$ cat src/logic/clk_sel_pkg.sv
// Function
// - pick low speed source first, then set base source select to one
// - output select pattern 01 drives the chosen low speed clock out
// - clock out carries low speed clock, peripheral div8 or div32
// - pll stop request ignored while base source select is zero
// - main clock stop sets pll stop bit; clear after main clock stable
package clk_sel_pkg;
	// ************************************
	// register map
	// ************************************
	localparam logic [11:0] addr_clock_ctrl = 12'h000;
	localparam logic [11:0] addr_mode_three = 12'h004;
	localparam logic [11:0] addr_mode_zero = 12'h008;
	localparam logic [11:0] addr_watchdog_start = 12'h00c;
	localparam logic [11:0] addr_status = 12'h010;
	// clock_ctrl_reg fields
	localparam int base_div_lsb = 0;
	localparam int bus_div_lsb = 2;
	localparam int base_src_sel_pos = 7;
	// clock_mode_reg_three fields
	localparam int low_src_sel_lo_pos = 0;
	localparam int low_src_sel_hi_pos = 1;
	// clock_mode_reg_zero fields
	localparam int out_sel_bit0_pos = 0;
	localparam int out_sel_bit1_pos = 1;
	localparam int main_osc_disable_pos = 5;
	localparam int wdt_clk_bit_pos = 6;
	localparam int pll_stop_bit_pos = 8;
	// reset values
	localparam logic [7:0] clock_ctrl_reset = 8'h00;
	localparam logic [1:0] low_sel_reset = 2'h0;
	localparam logic [1:0] out_sel_reset = 2'h0;
	// output select codes
	localparam logic [1:0] out_sel_off = 2'h0;
	localparam logic [1:0] out_sel_low = 2'h1;
	localparam logic [1:0] out_sel_div8 = 2'h2;
	localparam logic [1:0] out_sel_div32 = 2'h3;
	// dividers
	localparam logic [4:0] div8_half = 5'h03;
	localparam logic [4:0] div32_half = 5'h0f;
endpackage

$ cat src/logic/clk_div_if.sv
`timescale 1ns/1ns
`default_nettype none
interface clk_div_if;
	logic div8_clk;
	logic div32_clk;
	modport src (output div8_clk, output div32_clk);
	modport dst (input div8_clk, input div32_clk);
endinterface
`default_nettype wire

$ cat src/logic/base_clock_select_and_output.sv
// Local design decisions: the placing of the registers and the APB interface to the registers.
`timescale 1ns/1ns
`default_nettype none
module base_clock_select_and_output (
	// clock and reset
	input wire logic pclk,
	input wire logic presetn,
	// apb slave
	input wire logic psel,
	input wire logic penable,
	input wire logic pwrite,
	input wire logic [11:0] paddr,
	input wire logic [31:0] pwdata,
	output logic [31:0] prdata,
	output logic pready,
	output logic pslverr,
	// low speed clock levels from outside sources
	input wire logic low_clk_a,
	input wire logic low_clk_b,
	input wire logic low_clk_c,
	// oscillator status
	input wire logic main_clk_stopped,
	// clock controls
	output logic base_src_sel,
	output logic [1:0] base_div,
	output logic [1:0] bus_div,
	output logic pll_run,
	output logic main_osc_disable,
	output logic wdt_clk_bit,
	output logic watchdog_start,
	output logic clock_out_pin
);
	// ************************************
	// synchronisers for external levels
	// ************************************
	logic [3:0] sync1;
	logic [3:0] sync2;
	always_ff @(posedge pclk or negedge presetn) begin
		if (!presetn) begin
			sync1 <= 4'h0;
			sync2 <= 4'h0;
		end else begin
			sync1 <= {main_clk_stopped, low_clk_c, low_clk_b, low_clk_a};
			sync2 <= sync1;
		end
	end

	// ************************************
	// peripheral dividers
	// ************************************
	clk_div_if div_bus ();
	periph_div u_div (
		.pclk(pclk),
		.presetn(presetn),
		.div(div_bus)
	);

	// ************************************
	// registers
	// ************************************
	logic [1:0] low_sel;
	logic [1:0] out_sel;
	logic pll_stop_bit;
	logic out_q;
	logic wd_pulse;
	logic [1:0] next_base_div;
	logic [1:0] next_bus_div;
	logic next_base_src_sel;
	logic [1:0] next_low_sel;
	logic [1:0] next_out_sel;
	logic next_main_osc_disable;
	logic next_wdt_clk_bit;
	logic next_pll_stop_bit;
	logic next_wd_pulse;
	logic next_out_q;
	logic [31:0] next_prdata;
	logic next_pslverr;
	logic wr;
	logic rd;
	logic low_clk;
	assign wr = psel && penable && pwrite;
	// read data and error load in the setup cycle, so they stand while pready is sampled
	assign rd = psel && !penable && !pwrite;
	assign pready = 1'b1;
	always_comb begin
		next_base_div = base_div;
		next_bus_div = bus_div;
		next_base_src_sel = base_src_sel;
		next_low_sel = low_sel;
		next_out_sel = out_sel;
		next_main_osc_disable = main_osc_disable;
		next_wdt_clk_bit = wdt_clk_bit;
		next_pll_stop_bit = pll_stop_bit;
		next_wd_pulse = 1'b0;
		next_prdata = 32'h00000000;
		next_pslverr = 1'b0;
		if (paddr == clk_sel_pkg::addr_clock_ctrl) begin
			if (wr) begin
				// both divide fields load as written; ordering is software's duty
				next_base_div = pwdata[clk_sel_pkg::base_div_lsb +: 2];
				next_bus_div = pwdata[clk_sel_pkg::bus_div_lsb +: 2];
				// switches base clock to the selected low speed source
				next_base_src_sel = pwdata[clk_sel_pkg::base_src_sel_pos];
			end
			next_prdata[clk_sel_pkg::base_div_lsb +: 2] = base_div;
			next_prdata[clk_sel_pkg::bus_div_lsb +: 2] = bus_div;
			next_prdata[clk_sel_pkg::base_src_sel_pos] = base_src_sel;
		end else if (paddr == clk_sel_pkg::addr_mode_three) begin
			if (wr) begin
				// source choice made here before base_src_sel is set
				next_low_sel = {pwdata[clk_sel_pkg::low_src_sel_hi_pos],
					pwdata[clk_sel_pkg::low_src_sel_lo_pos]};
			end
			next_prdata[clk_sel_pkg::low_src_sel_lo_pos] = low_sel[0];
			next_prdata[clk_sel_pkg::low_src_sel_hi_pos] = low_sel[1];
		end else if (paddr == clk_sel_pkg::addr_mode_zero) begin
			if (wr) begin
				next_out_sel = {pwdata[clk_sel_pkg::out_sel_bit1_pos],
					pwdata[clk_sel_pkg::out_sel_bit0_pos]};
				// halting the main oscillator after a stop is software's choice
				next_main_osc_disable = pwdata[clk_sel_pkg::main_osc_disable_pos];
				// stored whenever written; timing against watchdog start is software's
				next_wdt_clk_bit = pwdata[clk_sel_pkg::wdt_clk_bit_pos];
				next_pll_stop_bit = pwdata[clk_sel_pkg::pll_stop_bit_pos];
			end
			next_prdata[clk_sel_pkg::out_sel_bit0_pos] = out_sel[0];
			next_prdata[clk_sel_pkg::out_sel_bit1_pos] = out_sel[1];
			next_prdata[clk_sel_pkg::main_osc_disable_pos] = main_osc_disable;
			next_prdata[clk_sel_pkg::wdt_clk_bit_pos] = wdt_clk_bit;
			next_prdata[clk_sel_pkg::pll_stop_bit_pos] = pll_stop_bit;
		end else if (paddr == clk_sel_pkg::addr_watchdog_start) begin
			if (wr) begin
				next_wd_pulse = 1'b1;
			end
		end else if (paddr == clk_sel_pkg::addr_status) begin
			next_prdata[0] = sync2[3];
			next_prdata[1] = pll_run;
		end else begin
			next_pslverr = psel && !penable;
		end
		// hardware set wins over a software clear in the same cycle
		if (sync2[3]) begin
			next_pll_stop_bit = 1'b1;
		end
		if (!rd) begin
			next_prdata = prdata;
		end
	end

	// ************************************
	// clock out selection
	// ************************************
	always_comb begin
		case (low_sel)
			2'h0: low_clk = sync2[0];
			2'h1: low_clk = sync2[1];
			default: low_clk = sync2[2];
		endcase
		// low speed, div8 or div32; code 00 holds the pin low
		case (out_sel)
			clk_sel_pkg::out_sel_low: next_out_q = low_clk;
			clk_sel_pkg::out_sel_div8: next_out_q = div_bus.div8_clk;
			clk_sel_pkg::out_sel_div32: next_out_q = div_bus.div32_clk;
			default: next_out_q = 1'b0;
		endcase
	end

	always_ff @(posedge pclk or negedge presetn) begin
		if (!presetn) begin
			base_div <= clk_sel_pkg::clock_ctrl_reset[1:0];
			bus_div <= clk_sel_pkg::clock_ctrl_reset[3:2];
			base_src_sel <= 1'b0;
			low_sel <= clk_sel_pkg::low_sel_reset;
			out_sel <= clk_sel_pkg::out_sel_reset;
			main_osc_disable <= 1'b0;
			wdt_clk_bit <= 1'b0;
			pll_stop_bit <= 1'b0;
			wd_pulse <= 1'b0;
			out_q <= 1'b0;
			prdata <= 32'h00000000;
			pslverr <= 1'b0;
		end else begin
			base_div <= next_base_div;
			bus_div <= next_bus_div;
			base_src_sel <= next_base_src_sel;
			low_sel <= next_low_sel;
			out_sel <= next_out_sel;
			main_osc_disable <= next_main_osc_disable;
			wdt_clk_bit <= next_wdt_clk_bit;
			pll_stop_bit <= next_pll_stop_bit;
			wd_pulse <= next_wd_pulse;
			out_q <= next_out_q;
			prdata <= next_prdata;
			pslverr <= next_pslverr;
		end
	end

	// pll keeps running while it feeds the base clock
	assign pll_run = !pll_stop_bit || !base_src_sel;
	assign watchdog_start = wd_pulse;
	assign clock_out_pin = out_q;
endmodule // base_clock_select_and_output
`default_nettype wire

$ cat src/logic/periph_div.sv
`timescale 1ns/1ns
`default_nettype none
module periph_div (
	// clock and reset
	input wire logic pclk,
	input wire logic presetn,
	// divided outputs
	clk_div_if.src div
);
	logic [4:0] cnt8;
	logic [4:0] cnt32;
	logic q8;
	logic q32;
	logic [4:0] next_cnt8;
	logic [4:0] next_cnt32;
	logic next_q8;
	logic next_q32;
	// ************************************
	// toggle dividers: square waves at pclk/8 and pclk/32
	// ************************************
	always_comb begin
		next_cnt8 = cnt8 + 5'h01;
		next_q8 = q8;
		next_cnt32 = cnt32 + 5'h01;
		next_q32 = q32;
		if (cnt8 == clk_sel_pkg::div8_half) begin
			next_cnt8 = 5'h00;
			next_q8 = ~q8;
		end
		if (cnt32 == clk_sel_pkg::div32_half) begin
			next_cnt32 = 5'h00;
			next_q32 = ~q32;
		end
	end
	always_ff @(posedge pclk or negedge presetn) begin
		if (!presetn) begin
			cnt8 <= 5'h00;
			cnt32 <= 5'h00;
			q8 <= 1'b0;
			q32 <= 1'b0;
		end else begin
			cnt8 <= next_cnt8;
			cnt32 <= next_cnt32;
			q8 <= next_q8;
			q32 <= next_q32;
		end
	end
	assign div.div8_clk = q8;
	assign div.div32_clk = q32;
endmodule // periph_div
`default_nettype wire

$ cat config.mk
export PLATFORM = sky130hd
export DESIGN_NAME = base_clock_select_and_output
export DESIGN_NICKNAME = d
export VERILOG_FILES = /design/src/logic/clk_sel_pkg.sv /design/src/logic/clk_div_if.sv /design/src/logic/base_clock_select_and_output.sv /design/src/logic/periph_div.sv
export SDC_FILE = /design/constraint.sdc
export NUM_CORES = 1
export LEC_CHECK = 0
export BUFFER_PORTS_ARGS = -buffer_cell sky130_fd_sc_hd__buf_2
export CORE_AREA = 2 2 65 67
export CTS_BUF_LIST = sky130_fd_sc_hd__clkbuf_2 sky130_fd_sc_hd__clkbuf_4 sky130_fd_sc_hd__clkbuf_8
export DETAILED_ROUTE_END_ITERATION = 6
export DIE_AREA = 0 0 67 69
export PLACE_DENSITY = 0.93
export SETUP_SLACK_MARGIN = 0.05
export SLEW_MARGIN = 10
export SYNTH_ARGS = -nofsm -noshare
export SYNTH_HDL_FRONTEND = slang
export SYNTH_SLANG_ARGS = --single-unit
$ cat constraint.sdc
create_clock -name pclk -period 3.2 [get_ports pclk]
set_input_delay 0.16 -clock pclk [delete_from_list [all_inputs] [get_ports pclk]]
set_output_delay 0.16 -clock pclk [all_outputs]
set_load 0.005 [all_outputs]
Yosys cells after proc, flatten, opt, wreduce, memory -nomap -nowiden
Cells that the tools add are included.
{"block": "op_classes", "add_sub_neg": 2, "eq_ne": 12, "n_mux": 32, "bitwise": 4, "n_reduce_logical": 17}
{"cell": "$eq 12x4->1 const B", "count": 2}
{"cell": "$mux 1", "count": 19}
{"cell": "$mux 2", "count": 9}
{"cell": "$eq 12x3->1 const B", "count": 1}
{"cell": "$eq 12x5->1 const B", "count": 1}
{"cell": "$logic_not 12->1", "count": 1}
{"cell": "$add 5x1->5 const B", "count": 2}
{"cell": "$mux 5", "count": 2}
{"cell": "$reduce_and 4->1", "count": 2}
{"cell": "$eq 5x2->1 const B", "count": 1}
{"cell": "$eq 5x4->1 const B", "count": 1}
{"cell": "$eq 2x1->1 const B", "count": 2}
{"cell": "$eq 2x2->1 const B", "count": 2}
{"cell": "$logic_and 1x1->1", "count": 4}
{"cell": "$logic_not 1->1", "count": 4}
{"cell": "$ne 2x2->1 const B", "count": 2}
{"cell": "$not 1->1", "count": 4}
{"cell": "$reduce_bool 2->1", "count": 2}
{"cell": "$pmux 1 s3", "count": 1}
{"cell": "$reduce_and 3->1", "count": 1}
{"cell": "$logic_not 2->1", "count": 1}
{"cell": "$pmux 1 s2", "count": 1}
{"cell": "$reduce_and 2->1", "count": 1}
{"cell": "$logic_or 1x1->1", "count": 1}
{"block": "word_totals", "reg_bits": 43, "inputBits": 53, "word_cells": 85}

Longest topological paths before layout
Gate-level depths: netlist of run 1.
{"block": "logic_depth", "word_depth": 7, "mapped_depth": 5, "mapped_depth_nobuf": 4}

Cells and area by module
A second synthesis of run 1 with hierarchy kept.
{"block": "unflattened", "hier_cells": 171, "area_unflattened_um2": 1978.1}
{"mod": "base_clock_select_and_output", "n_inst": 1, "cells_per_inst": 133, "area_each_um2": 1480.2}
{"mod": "periph_div", "n_inst": 1, "cells_per_inst": 38, "area_each_um2": 498.0}

Worst setup path after synthesis of run 1
OpenSTA, ideal clock, no wires.
{"block": "synth_timing", "kind": "input-to-reg", "start": "in paddr[0]", "end": "reg base_div[0]", "arrival_ns": 1.637, "required_ns": 3.075, "slack_ns": 1.438, "path_stages": 4, "path_buffers": 1, "path_cell_list": "or4_4 or4_4 buf_6 mux2_4"}
{"block": "synth_between", "elab_chain_cells": 2}
{"element": "start: declaration", "line_no": "base_clock_select_and_output.sv:12", "rtl": "input wire logic [11:0] paddr,"}
{"element": "$logic_not 12->1", "line_no": "base_clock_select_and_output.sv:97", "rtl": "if (paddr == clk_sel_pkg::addr_clock_ctrl) begin"}
{"element": "$reduce_and 2->1 (no source line)"}
{"element": "end signal: assignment", "line_no": "base_clock_select_and_output.sv:170", "rtl": "base_div <= clk_sel_pkg::clock_ctrl_reset[1:0];"}
{"element": "end signal: assignment", "line_no": "base_clock_select_and_output.sv:183", "rtl": "base_div <= next_base_div;"}
{"element": "end: declaration", "line_no": "base_clock_select_and_output.sv:25", "rtl": "output logic [1:0] base_div,"}
No other way between the ends.
A chain may end at the register's enable or synchronous reset.

Final worst setup path of run 1
{"block": "layout_timing", "start": "in paddr[0]", "end": "reg low_sel[0]"}
{"block": "layout_between", "elab_chain_cells": 3, "elab_cells_between_ends": 4, "classes_between": "1 x eq/ne; 1 x bitwise; 2 x reduce/logical"}
{"element": "$logic_not 12->1", "line_no": "base_clock_select_and_output.sv:97"}
{"element": "$not 1->1 (no source line)"}
{"element": "$reduce_and 3->1 (no source line) (*)"}
{"element": "end signal: assignment", "line_no": "base_clock_select_and_output.sv:173", "rtl": "low_sel <= clk_sel_pkg::low_sel_reset;"}
{"element": "end signal: assignment", "line_no": "base_clock_select_and_output.sv:186", "rtl": "low_sel <= next_low_sel;"}
{"element": "end: declaration", "line_no": "base_clock_select_and_output.sv:61", "rtl": "logic [1:0] low_sel;"}
Every way passes the cells marked *; elsewhere a longest branch is shown, timed or not.

==> flow_results.xml, run 1 <==
<?xml version="1.0" encoding="UTF-8"?>
<metrics>
  <group name="timing">
    <metric name="drv_slew" unit="">0</metric>
    <metric name="finalWorstPathRequiredPeriod" unit="ns">1.73</metric>
    <metric name="fin_ws" unit="ns">1.47</metric>
    <metric name="unrepaired_setup_endpoints_after_global_routing" unit="">false</metric>
    <metric name="finalSetupTns" unit="ns">0</metric>
    <metric name="hold_viol" unit="">4</metric>
    <metric name="max_clock_freq" unit="MHz">578</metric>
    <metric name="fin_clk_skew" unit="ns">0.00685</metric>
    <metric name="post-route-period-util" unit="">0.541</metric>
    <metric name="max_slew.worst_pin.slew" unit="ns">0.926</metric>
    <metric name="setup_viol_count_final" unit="">0</metric>
    <metric name="whs" unit="ns">-0.00216</metric>
    <metric name="slew-limit-headroom" unit="">0.383</metric>
  </group>
  <group name="setup_path">
    <metric name="r2r_cells" unit="">3</metric>
    <metric name="endpoint_kind" unit="">flop</metric>
    <metric name="timing_worst_setup_path_type" unit="">input port to flop</metric>
    <metric name="timing.rr.end" unit="">u_div.div.div8_clk</metric>
    <metric name="crit_fanout" unit="">4</metric>
    <metric name="reg2reg_from" unit="">u_div.cnt8[0]</metric>
    <metric name="arrival" unit="ns">1.91</metric>
    <metric name="critPathRequiredTime" unit="ns">3.38</metric>
    <metric name="critPathLaunchType" unit="">input port</metric>
    <metric name="r2r_slack" unit="ns">1.66</metric>
  </group>
  <group name="outcome">
    <metric name="violations" unit="">hold timing</metric>
    <metric name="outcome" unit="">finished with violations</metric>
  </group>
  <group name="drt">
    <metric name="drc_violation_count_after_routing" unit="">0</metric>
    <metric name="drt_iter0_markers" unit="">149</metric>
    <metric name="drt-pass1-iter-count" unit="">4</metric>
    <metric name="avgViaCountPerCell" unit="">5.08</metric>
    <metric name="route.vias.total" unit="">1366</metric>
    <metric name="detail-route-antenna-nets" unit="">0</metric>
    <metric name="drt-total-wl" unit="um">3620</metric>
    <metric name="detail_route.wl_per_cell" unit="um">13.5</metric>
  </group>
  <group name="yosys">
    <metric name="avgSynthCellArea" unit="um2">11.9</metric>
    <metric name="postSynthCellCount" unit="">164</metric>
    <metric name="yosysUniqueCellTypes" unit="">35</metric>
    <metric name="synth_seq_cells" unit="">43</metric>
    <metric name="synth_edf_count" unit="">0</metric>
    <metric name="synth.yosys.seq_area_share" unit="">0.552</metric>
    <metric name="post_synth_most_frequent_cells" unit="">43 x dfrtp_1, 25 x buf_4, 8 x nand2_1, 8 x nor2_1, 7 x mux2_2</metric>
    <metric name="area_contributors_post_synth" unit="">dfrtp_1 55%, buf_4 9.6%, mux2_2 4.0%</metric>
    <metric name="total_standard_cell_area_after_synthesis" unit="um2">1950</metric>
    <metric name="yosysWarningCount" unit="">0</metric>
    <metric name="synth.top_cell.area_share" unit="">0.552</metric>
    <metric name="netlist.top_cell.by_area" unit="">dfrtp_1</metric>
    <metric name="yosys.cell_count.top_type" unit="">dfrtp_1</metric>
    <metric name="async_flop_share" unit="">1.00</metric>
    <metric name="ys_dominant_reg_cell" unit="">dfrtp_1</metric>
  </group>
  <group name="cts">
    <metric name="cts_hold_buffers" unit="">4</metric>
    <metric name="cts_tree" unit="">done</metric>
    <metric name="post_cts_buffers" unit="">0</metric>
    <metric name="tritoncts.num_buffers" unit="">5</metric>
    <metric name="clkLatencyLatePin" unit="ns">0.30</metric>
    <metric name="cts_sinks" unit="">43</metric>
    <metric name="worst_setup_hold_path_clk_slew" unit="ns">0.08</metric>
    <metric name="post_cts_resized" unit="">0</metric>
    <metric name="clock_buffer_depth" unit="">2</metric>
    <metric name="htreeDepth" unit="">2</metric>
    <metric name="cts_root_buf" unit="">clkbuf_8</metric>
  </group>
  <group name="floorplan">
    <metric name="floorplan.die_area" unit="um2">4620</metric>
    <metric name="rows" unit="">23</metric>
    <metric name="std_cell_core_area" unit="um2">3910</metric>
    <metric name="initial_core_util" unit="">0.498</metric>
    <metric name="io-pin-count" unit="">97</metric>
    <metric name="die_y" unit="um">69</metric>
    <metric name="die_w" unit="um">67</metric>
  </group>
  <group name="global_route">
    <metric name="groute.usage.overall" unit="">0.164</metric>
    <metric name="first_global_vias" unit="">1348</metric>
    <metric name="grt_pass1_wl" unit="um">5840</metric>
    <metric name="antenna_found_initial" unit="">0</metric>
    <metric name="global_route.overflow_total" unit="">0</metric>
    <metric name="pin_count_of_the_biggest_net_entering_global_routing" unit="">44</metric>
  </group>
  <group name="run">
    <metric name="max_cap_viol_count" unit="">0</metric>
  </group>
  <group name="power">
    <metric name="power_share_of_the_combinational_group" unit="">0.061</metric>
    <metric name="power_frac_clock" unit="">0.443</metric>
    <metric name="static-leakage-power" unit="nW">1.18</metric>
    <metric name="switching_power" unit="W">0.000231</metric>
    <metric name="design_power_total" unit="W">0.00112</metric>
    <metric name="vdd_drop_max" unit="V">0.000263</metric>
    <metric name="switching_share" unit="">0.206</metric>
    <metric name="power-per-cell-area" unit="nW/um2">486</metric>
    <metric name="share_of_total_power_in_sequential_cells" unit="">0.496</metric>
    <metric name="cell_internal_power_dissipation" unit="W">0.000891</metric>
  </group>
  <group name="placement">
    <metric name="place_hpwl" unit="um">2630</metric>
    <metric name="placement.io_buffers" unit="">47</metric>
    <metric name="gpl.final_weighted_congestion" unit="">0.882</metric>
    <metric name="detailedPlace.worstSlack" unit="ns">1.22</metric>
  </group>
  <group name="finish">
    <metric name="final_antenna_diode_count" unit="">0</metric>
    <metric name="finish.net_count" unit="">273</metric>
    <metric name="fin_util" unit="">0.590</metric>
    <metric name="synthToLayoutAreaGrowth" unit="%">18.3</metric>
    <metric name="post_route_cells_drive_above_1_share" unit="">0.320</metric>
  </group>
  <group name="min_path">
    <metric name="min-delay-path-class" unit="">input port to async pin</metric>
  </group>
</metrics>
[worst max-delay path by stage]
stage,startpoint,end,slack [ns]
finish,paddr[0],low_sel[0],1.47
global route,paddr[9],wdt_clk_bit,1.38
CTS,paddr[0],low_sel[0],1.52
detailed placement,paddr[9],base_div[0],1.22
global placement,paddr[9],wdt_clk_bit,1.30
floorplan,paddr[0],base_div[0],1.44
[cells by family (layout without fill, tap and decap cells)]
| group | Yosys count | after routing | synth area share |
|---|---|---|---|
| other | 2 | 25 | 0.00385 |
| AOI/OAI and AO/OA | 20 | 20 | 0.0667 |
| muxes | 13 | 13 | 0.0840 |
| buffers and inverters | 29 | 61 | 0.108 |
| adders and majority gates | 2 | 2 | 0.0128 |
| and+or+nand+nor | 48 | 48 | 0.142 |
| xor gates and xnor gates | 7 | 7 | 0.0314 |
| DFF | 43 | 43 | 0.552 |
[stage by stage]
stage / std cells / cell area [um2]
after floorplan: 187 / 2040
after global placement: 257 / 2130
after detailed placement: 257 / 2130
after CTS: 269 / 2310
after global routing: 269 / 2310
final: 269 / 2310
[layout make-up]
type	count	area [um2]
Timing Repair Buffer	51	275
Clock inverter	3	67.6
Tap cell	50	62.6
Inverter	2	7.51
Clock buffer	5	68.8
Fill cell	332	1610
Multi-Input combinational cell	115	751
Sequential cell	43	1080
[placed cells by master (no fill, tap or decap), drive strengths merged, types with 2 or more instances in the layout]
cell type	netlist	final
a21oi	2	2
a22o	6	6
a31oi	4	4
and3	2	2
buf	26	47
bufinv	0	2
clkbuf	1	5
conb	2	25
dfrtp	43	43
dlygate4sd3	0	4
ha	2	2
inv	2	2
mux2	12	12
nand2	8	8
nand2b	2	2
nand3	5	5
nand4	2	2
nor2	8	8
nor2b	3	3
nor3	2	2
nor4	5	5
nor4b	2	2
o21ai	6	6
o22ai	2	2
or4	3	3
xnor2	3	3
xor2	4	4
[sequential cells by signal (all words and copies together), names as in the netlist, 2 cells and up]
register     count
low_sel          2
bus_div          2
base_div         2
sync2            4
prdata           8
u_div.cnt32      5
out_sel          2
sync1            4
u_div.cnt8       5
[power groups by stage]
stage | registers [W] | clock network, W | logic [W]
detailed placement | 0.000568 | 0 | 0.0000642
global route | 0.000557 | 0.000532 | 0.0000784
floorplan | 0.000567 | 0 | 0.0000440
global placement | 0.000567 | 0 | 0.0000622
CTS | 0.000557 | 0.000512 | 0.0000684
finish | 0.000557 | 0.000497 | 0.0000686
[worst max-delay path, cell delays in order]
cell and delay, ns:
buf_2 0.11, or4_4 0.56, nor4_1 0.50, nand4b_1 0.26, mux2_2 0.32
[layer usage]
layer / vias up / GRT usage / wire length [um]
met4: 0 / 0.0612 / 53
met1: 646 / 0.202 / 1430
met3: 6 / 0.0538 / 360
li1: 637 / - / -
met5: - / 0 / 0
met2: 77 / 0.264 / 1780
Power figures use the tool's default switching activity.
==> run 2: changes to the inputs <==
--- a/config.mk
+++ b/config.mk
@@ -6,11 +6,11 @@
 export NUM_CORES = 1
 export LEC_CHECK = 0
 export BUFFER_PORTS_ARGS = -buffer_cell sky130_fd_sc_hd__buf_2
-export CORE_AREA = 2 2 65 67
+export CORE_AREA = 2 2 72 74
 export CTS_BUF_LIST = sky130_fd_sc_hd__clkbuf_2 sky130_fd_sc_hd__clkbuf_4 sky130_fd_sc_hd__clkbuf_8
 export DETAILED_ROUTE_END_ITERATION = 6
-export DIE_AREA = 0 0 67 69
-export PLACE_DENSITY = 0.93
+export DIE_AREA = 0 0 74 76
+export PLACE_DENSITY = 0.82
 export SETUP_SLACK_MARGIN = 0.05
 export SLEW_MARGIN = 10
 export SYNTH_ARGS = -nofsm -noshare
==> constraint.sdc (replaced) <==
create_clock -name pclk -period 1.5 [get_ports pclk]
set_input_delay 0.075 -clock pclk [delete_from_list [all_inputs] [get_ports pclk]]
set_output_delay 0.075 -clock pclk [all_outputs]
set_load 0.005 [all_outputs]
==> flow_results.xml, run 2 (synthesis gave the netlist of run 1 again) <==
<?xml version="1.0" encoding="UTF-8"?>
<metrics>
  <group name="outcome">
    <metric name="outcome" unit="">finished, final reports clean</metric>
  </group>
  <group name="setup_path">
    <metric name="setup.worst_path.end" unit="">low_sel[0]</metric>
    <metric name="endpoint_kind" unit="">flop</metric>
    <metric name="crit_buf_inv" unit="">2</metric>
    <metric name="arrival" unit="ns">1.56</metric>
    <metric name="timing.rr.end" unit="">u_div.div.div8_clk</metric>
    <metric name="critical-path-top-delay-family" unit="">simple AND/OR/NAND/NOR gates</metric>
    <metric name="critical_path_depth" unit="">6</metric>
    <metric name="critPathRequiredTime" unit="ns">1.67</metric>
    <metric name="critPathLaunchType" unit="">input port</metric>
    <metric name="timing_worst_setup_path_type" unit="">input port to flop</metric>
    <metric name="crit_path_max_incr_delay" unit="ns">0.55</metric>
    <metric name="crit_fanout" unit="">3</metric>
    <metric name="r2r_cells" unit="">4</metric>
    <metric name="reg2reg_from" unit="">u_div.cnt8[0]</metric>
    <metric name="crit_chain" unit="">buf_2 &gt; or4_4 &gt; nor4_2 &gt; buf_4 &gt; nand4b_1 &gt; mux2_2</metric>
    <metric name="crit_slowest_cell" unit="">or4_4</metric>
    <metric name="worst_setup_path_startpoint" unit="">paddr[0]</metric>
    <metric name="r2r_slack" unit="ns">0.21</metric>
  </group>
  <group name="timing">
    <metric name="unrepaired_setup_endpoints_after_global_routing" unit="">false</metric>
    <metric name="finalWorstPathRequiredPeriod" unit="ns">1.39</metric>
    <metric name="fin_clk_skew" unit="ns">0.0114</metric>
    <metric name="post-route-period-util" unit="">0.925</metric>
    <metric name="fin_ws" unit="ns">0.112</metric>
    <metric name="drv_slew" unit="">0</metric>
    <metric name="slew-limit-headroom" unit="">0.636</metric>
    <metric name="hold_viol" unit="">0</metric>
    <metric name="finalSetupTns" unit="ns">0</metric>
    <metric name="max_clock_freq" unit="MHz">721</metric>
    <metric name="max_slew.worst_pin.slew" unit="ns">0.546</metric>
    <metric name="setup_viol_count_final" unit="">0</metric>
  </group>
  <group name="drt">
    <metric name="route.vias.total" unit="">1398</metric>
    <metric name="drt_iter0_markers" unit="">51</metric>
    <metric name="drt-total-wl" unit="um">3960</metric>
    <metric name="avgViaCountPerCell" unit="">4.54</metric>
    <metric name="highest-signal-layer" unit="">met4</metric>
    <metric name="drt-pass1-iter-count" unit="">6</metric>
    <metric name="detail-route-antenna-nets" unit="">0</metric>
    <metric name="met2_length" unit="um">1970</metric>
    <metric name="drc_violation_count_after_routing" unit="">0</metric>
    <metric name="route.met3.wl" unit="um">314</metric>
    <metric name="detail_route.wl_per_cell" unit="um">12.9</metric>
    <metric name="met1Wirelength" unit="um">1670</metric>
  </group>
  <group name="floorplan">
    <metric name="die_w" unit="um">74</metric>
    <metric name="std_cell_core_area" unit="um2">4910</metric>
    <metric name="floorplan.die_area" unit="um2">5620</metric>
    <metric name="io-pin-count" unit="">97</metric>
    <metric name="die_y" unit="um">76</metric>
    <metric name="rows" unit="">26</metric>
    <metric name="initial_core_util" unit="">0.397</metric>
  </group>
  <group name="global_route">
    <metric name="pin_count_of_the_biggest_net_entering_global_routing" unit="">24</metric>
    <metric name="first_global_vias" unit="">1335</metric>
    <metric name="global_route.overflow_total" unit="">0</metric>
    <metric name="grt_pass1_wl" unit="um">6290</metric>
    <metric name="antenna_found_initial" unit="">0</metric>
    <metric name="groute.usage.overall" unit="">0.144</metric>
  </group>
  <group name="power">
    <metric name="power_share_of_the_combinational_group" unit="">0.074</metric>
    <metric name="share_of_total_power_in_sequential_cells" unit="">0.490</metric>
    <metric name="switching_share" unit="">0.206</metric>
    <metric name="static-leakage-power" unit="nW">1.28</metric>
    <metric name="switching_power" unit="W">0.000499</metric>
    <metric name="vdd_drop_max" unit="V">0.000565</metric>
    <metric name="cell_internal_power_dissipation" unit="W">0.00192</metric>
    <metric name="power_frac_clock" unit="">0.437</metric>
    <metric name="power-per-cell-area" unit="nW/um2">968</metric>
  </group>
  <group name="cts">
    <metric name="htreeDepth" unit="">2</metric>
    <metric name="worst_setup_hold_path_clk_slew" unit="ns">0.08</metric>
    <metric name="clkLatencyLatePin" unit="ns">0.29</metric>
    <metric name="cts_root_buf" unit="">clkbuf_8</metric>
    <metric name="clock_buffer_depth" unit="">2</metric>
    <metric name="cts_sinks" unit="">43</metric>
    <metric name="cts_tree" unit="">done</metric>
    <metric name="tritoncts.num_buffers" unit="">5</metric>
  </group>
  <group name="finish">
    <metric name="finish.net_count" unit="">292</metric>
    <metric name="synthToLayoutAreaGrowth" unit="%">28.3</metric>
    <metric name="registers.top_by_ff_count" unit="">prdata</metric>
    <metric name="commonest_cells_after_routing_fill_and_taps_aside" unit="">47 x buf_2, 43 x dfrtp_1, 25 x conb_1, 15 x buf_4</metric>
    <metric name="largest_register_ff_count" unit="">8</metric>
    <metric name="final_antenna_diode_count" unit="">0</metric>
    <metric name="post_layout_instance_area" unit="um2">2500</metric>
    <metric name="layout_commonest_cell" unit="">buf_2</metric>
    <metric name="largestRegisters" unit="">prdata x8, u_div.cnt32 x5, u_div.cnt8 x5</metric>
    <metric name="filler_cell_count" unit="">438</metric>
    <metric name="post_route_cells_drive_above_1_share" unit="">0.366</metric>
  </group>
  <group name="placement">
    <metric name="detailedPlace.worstSlack" unit="ns">-0.269</metric>
    <metric name="placement.io_buffers" unit="">47</metric>
    <metric name="gpl.final_weighted_congestion" unit="">0.821</metric>
    <metric name="place_area" unit="um2">2290</metric>
    <metric name="place_hpwl" unit="um">2910</metric>
  </group>
  <group name="run">
    <metric name="max_cap_viol_count" unit="">0</metric>
  </group>
  <group name="min_path">
    <metric name="min_delay_path_depth" unit="">2</metric>
    <metric name="min-delay-path-class" unit="">input port to flop</metric>
  </group>
</metrics>
## run 2: what timing repair did
item / CTS / global route
endpoints found under the hold margin: 27 / 1
hold buffers: 6 / 1
setup buffers: 0 / 0
endpoints found under the setup margin: 0 / 7
gates resized for setup: 0 / 1
## run 2: power groups by stage
stage | Clock, W | Sequential, W | Combinational [W]
2_1_floorplan | 0 | 0.00121 | 0.0000938
3_3_place_gp | 0 | 0.00121 | 0.000160
3_5_place_dp | 0 | 0.00121 | 0.000162
4_1_cts | 0.00109 | 0.00119 | 0.000175
5_1_grt | 0.00114 | 0.00119 | 0.000200
6_report | 0.00106 | 0.00119 | 0.000178
## run 2: layer usage
layer	GRT usage	vias to the layer above
li1	-	673
met1	0.182	661
met2	0.236	62
met3	0.0489	2
met4	0.0364	0
met5	0	-
## run 2: area by class of cell
class / count / area [um2] / area share
inverter: 2 / 7.51 / 0.00300
multi-input combinational: 115 / 757 / 0.303
clock buffer: 5 / 68.8 / 0.0275
tap: 70 / 87.6 / 0.0350
sequential: 43 / 1080 / 0.430
timing repair buffer: 70 / 438 / 0.175
clock inverter: 3 / 67.6 / 0.0270
## run 2: worst min path at each step
stage / slack [ns] / from / end
6_report: 0.01 / pwdata[5] / main_osc_disable
5_1_grt: 0.003 / pwdata[3] / bus_div[1]
4_1_cts: 0.007 / pwdata[5] / main_osc_disable
3_5_place_dp: 0.09 / presetn / watchdog_start
3_3_place_gp: 0.08 / presetn / watchdog_start
2_1_floorplan: -0.22 / presetn / base_div[0]
## run 2: stage by stage
step                cells  total power, W   util  hold WS [ns]
floorplan             187         0.00130      -        -0.221
global placement      293         0.00137  0.466        0.0826
detailed placement    293         0.00137  0.466        0.0883
CTS                   307         0.00245  0.506       0.00662
global route          308         0.00253  0.509       0.00267
finish                308         0.00242  0.509        0.0118
## run 2: worst reg2reg max path, delay by kind of cell, from the launching register on
kind / cells / cell delay, ns
XOR/XNOR: 1 / 0.14
adder cells (fa/ha/maj): 1 / 0.22
flip-flops: 1 / 0.38
buffers and inverters: 1 / 0.19
AND/OR/NAND/NOR: 1 / 0.29
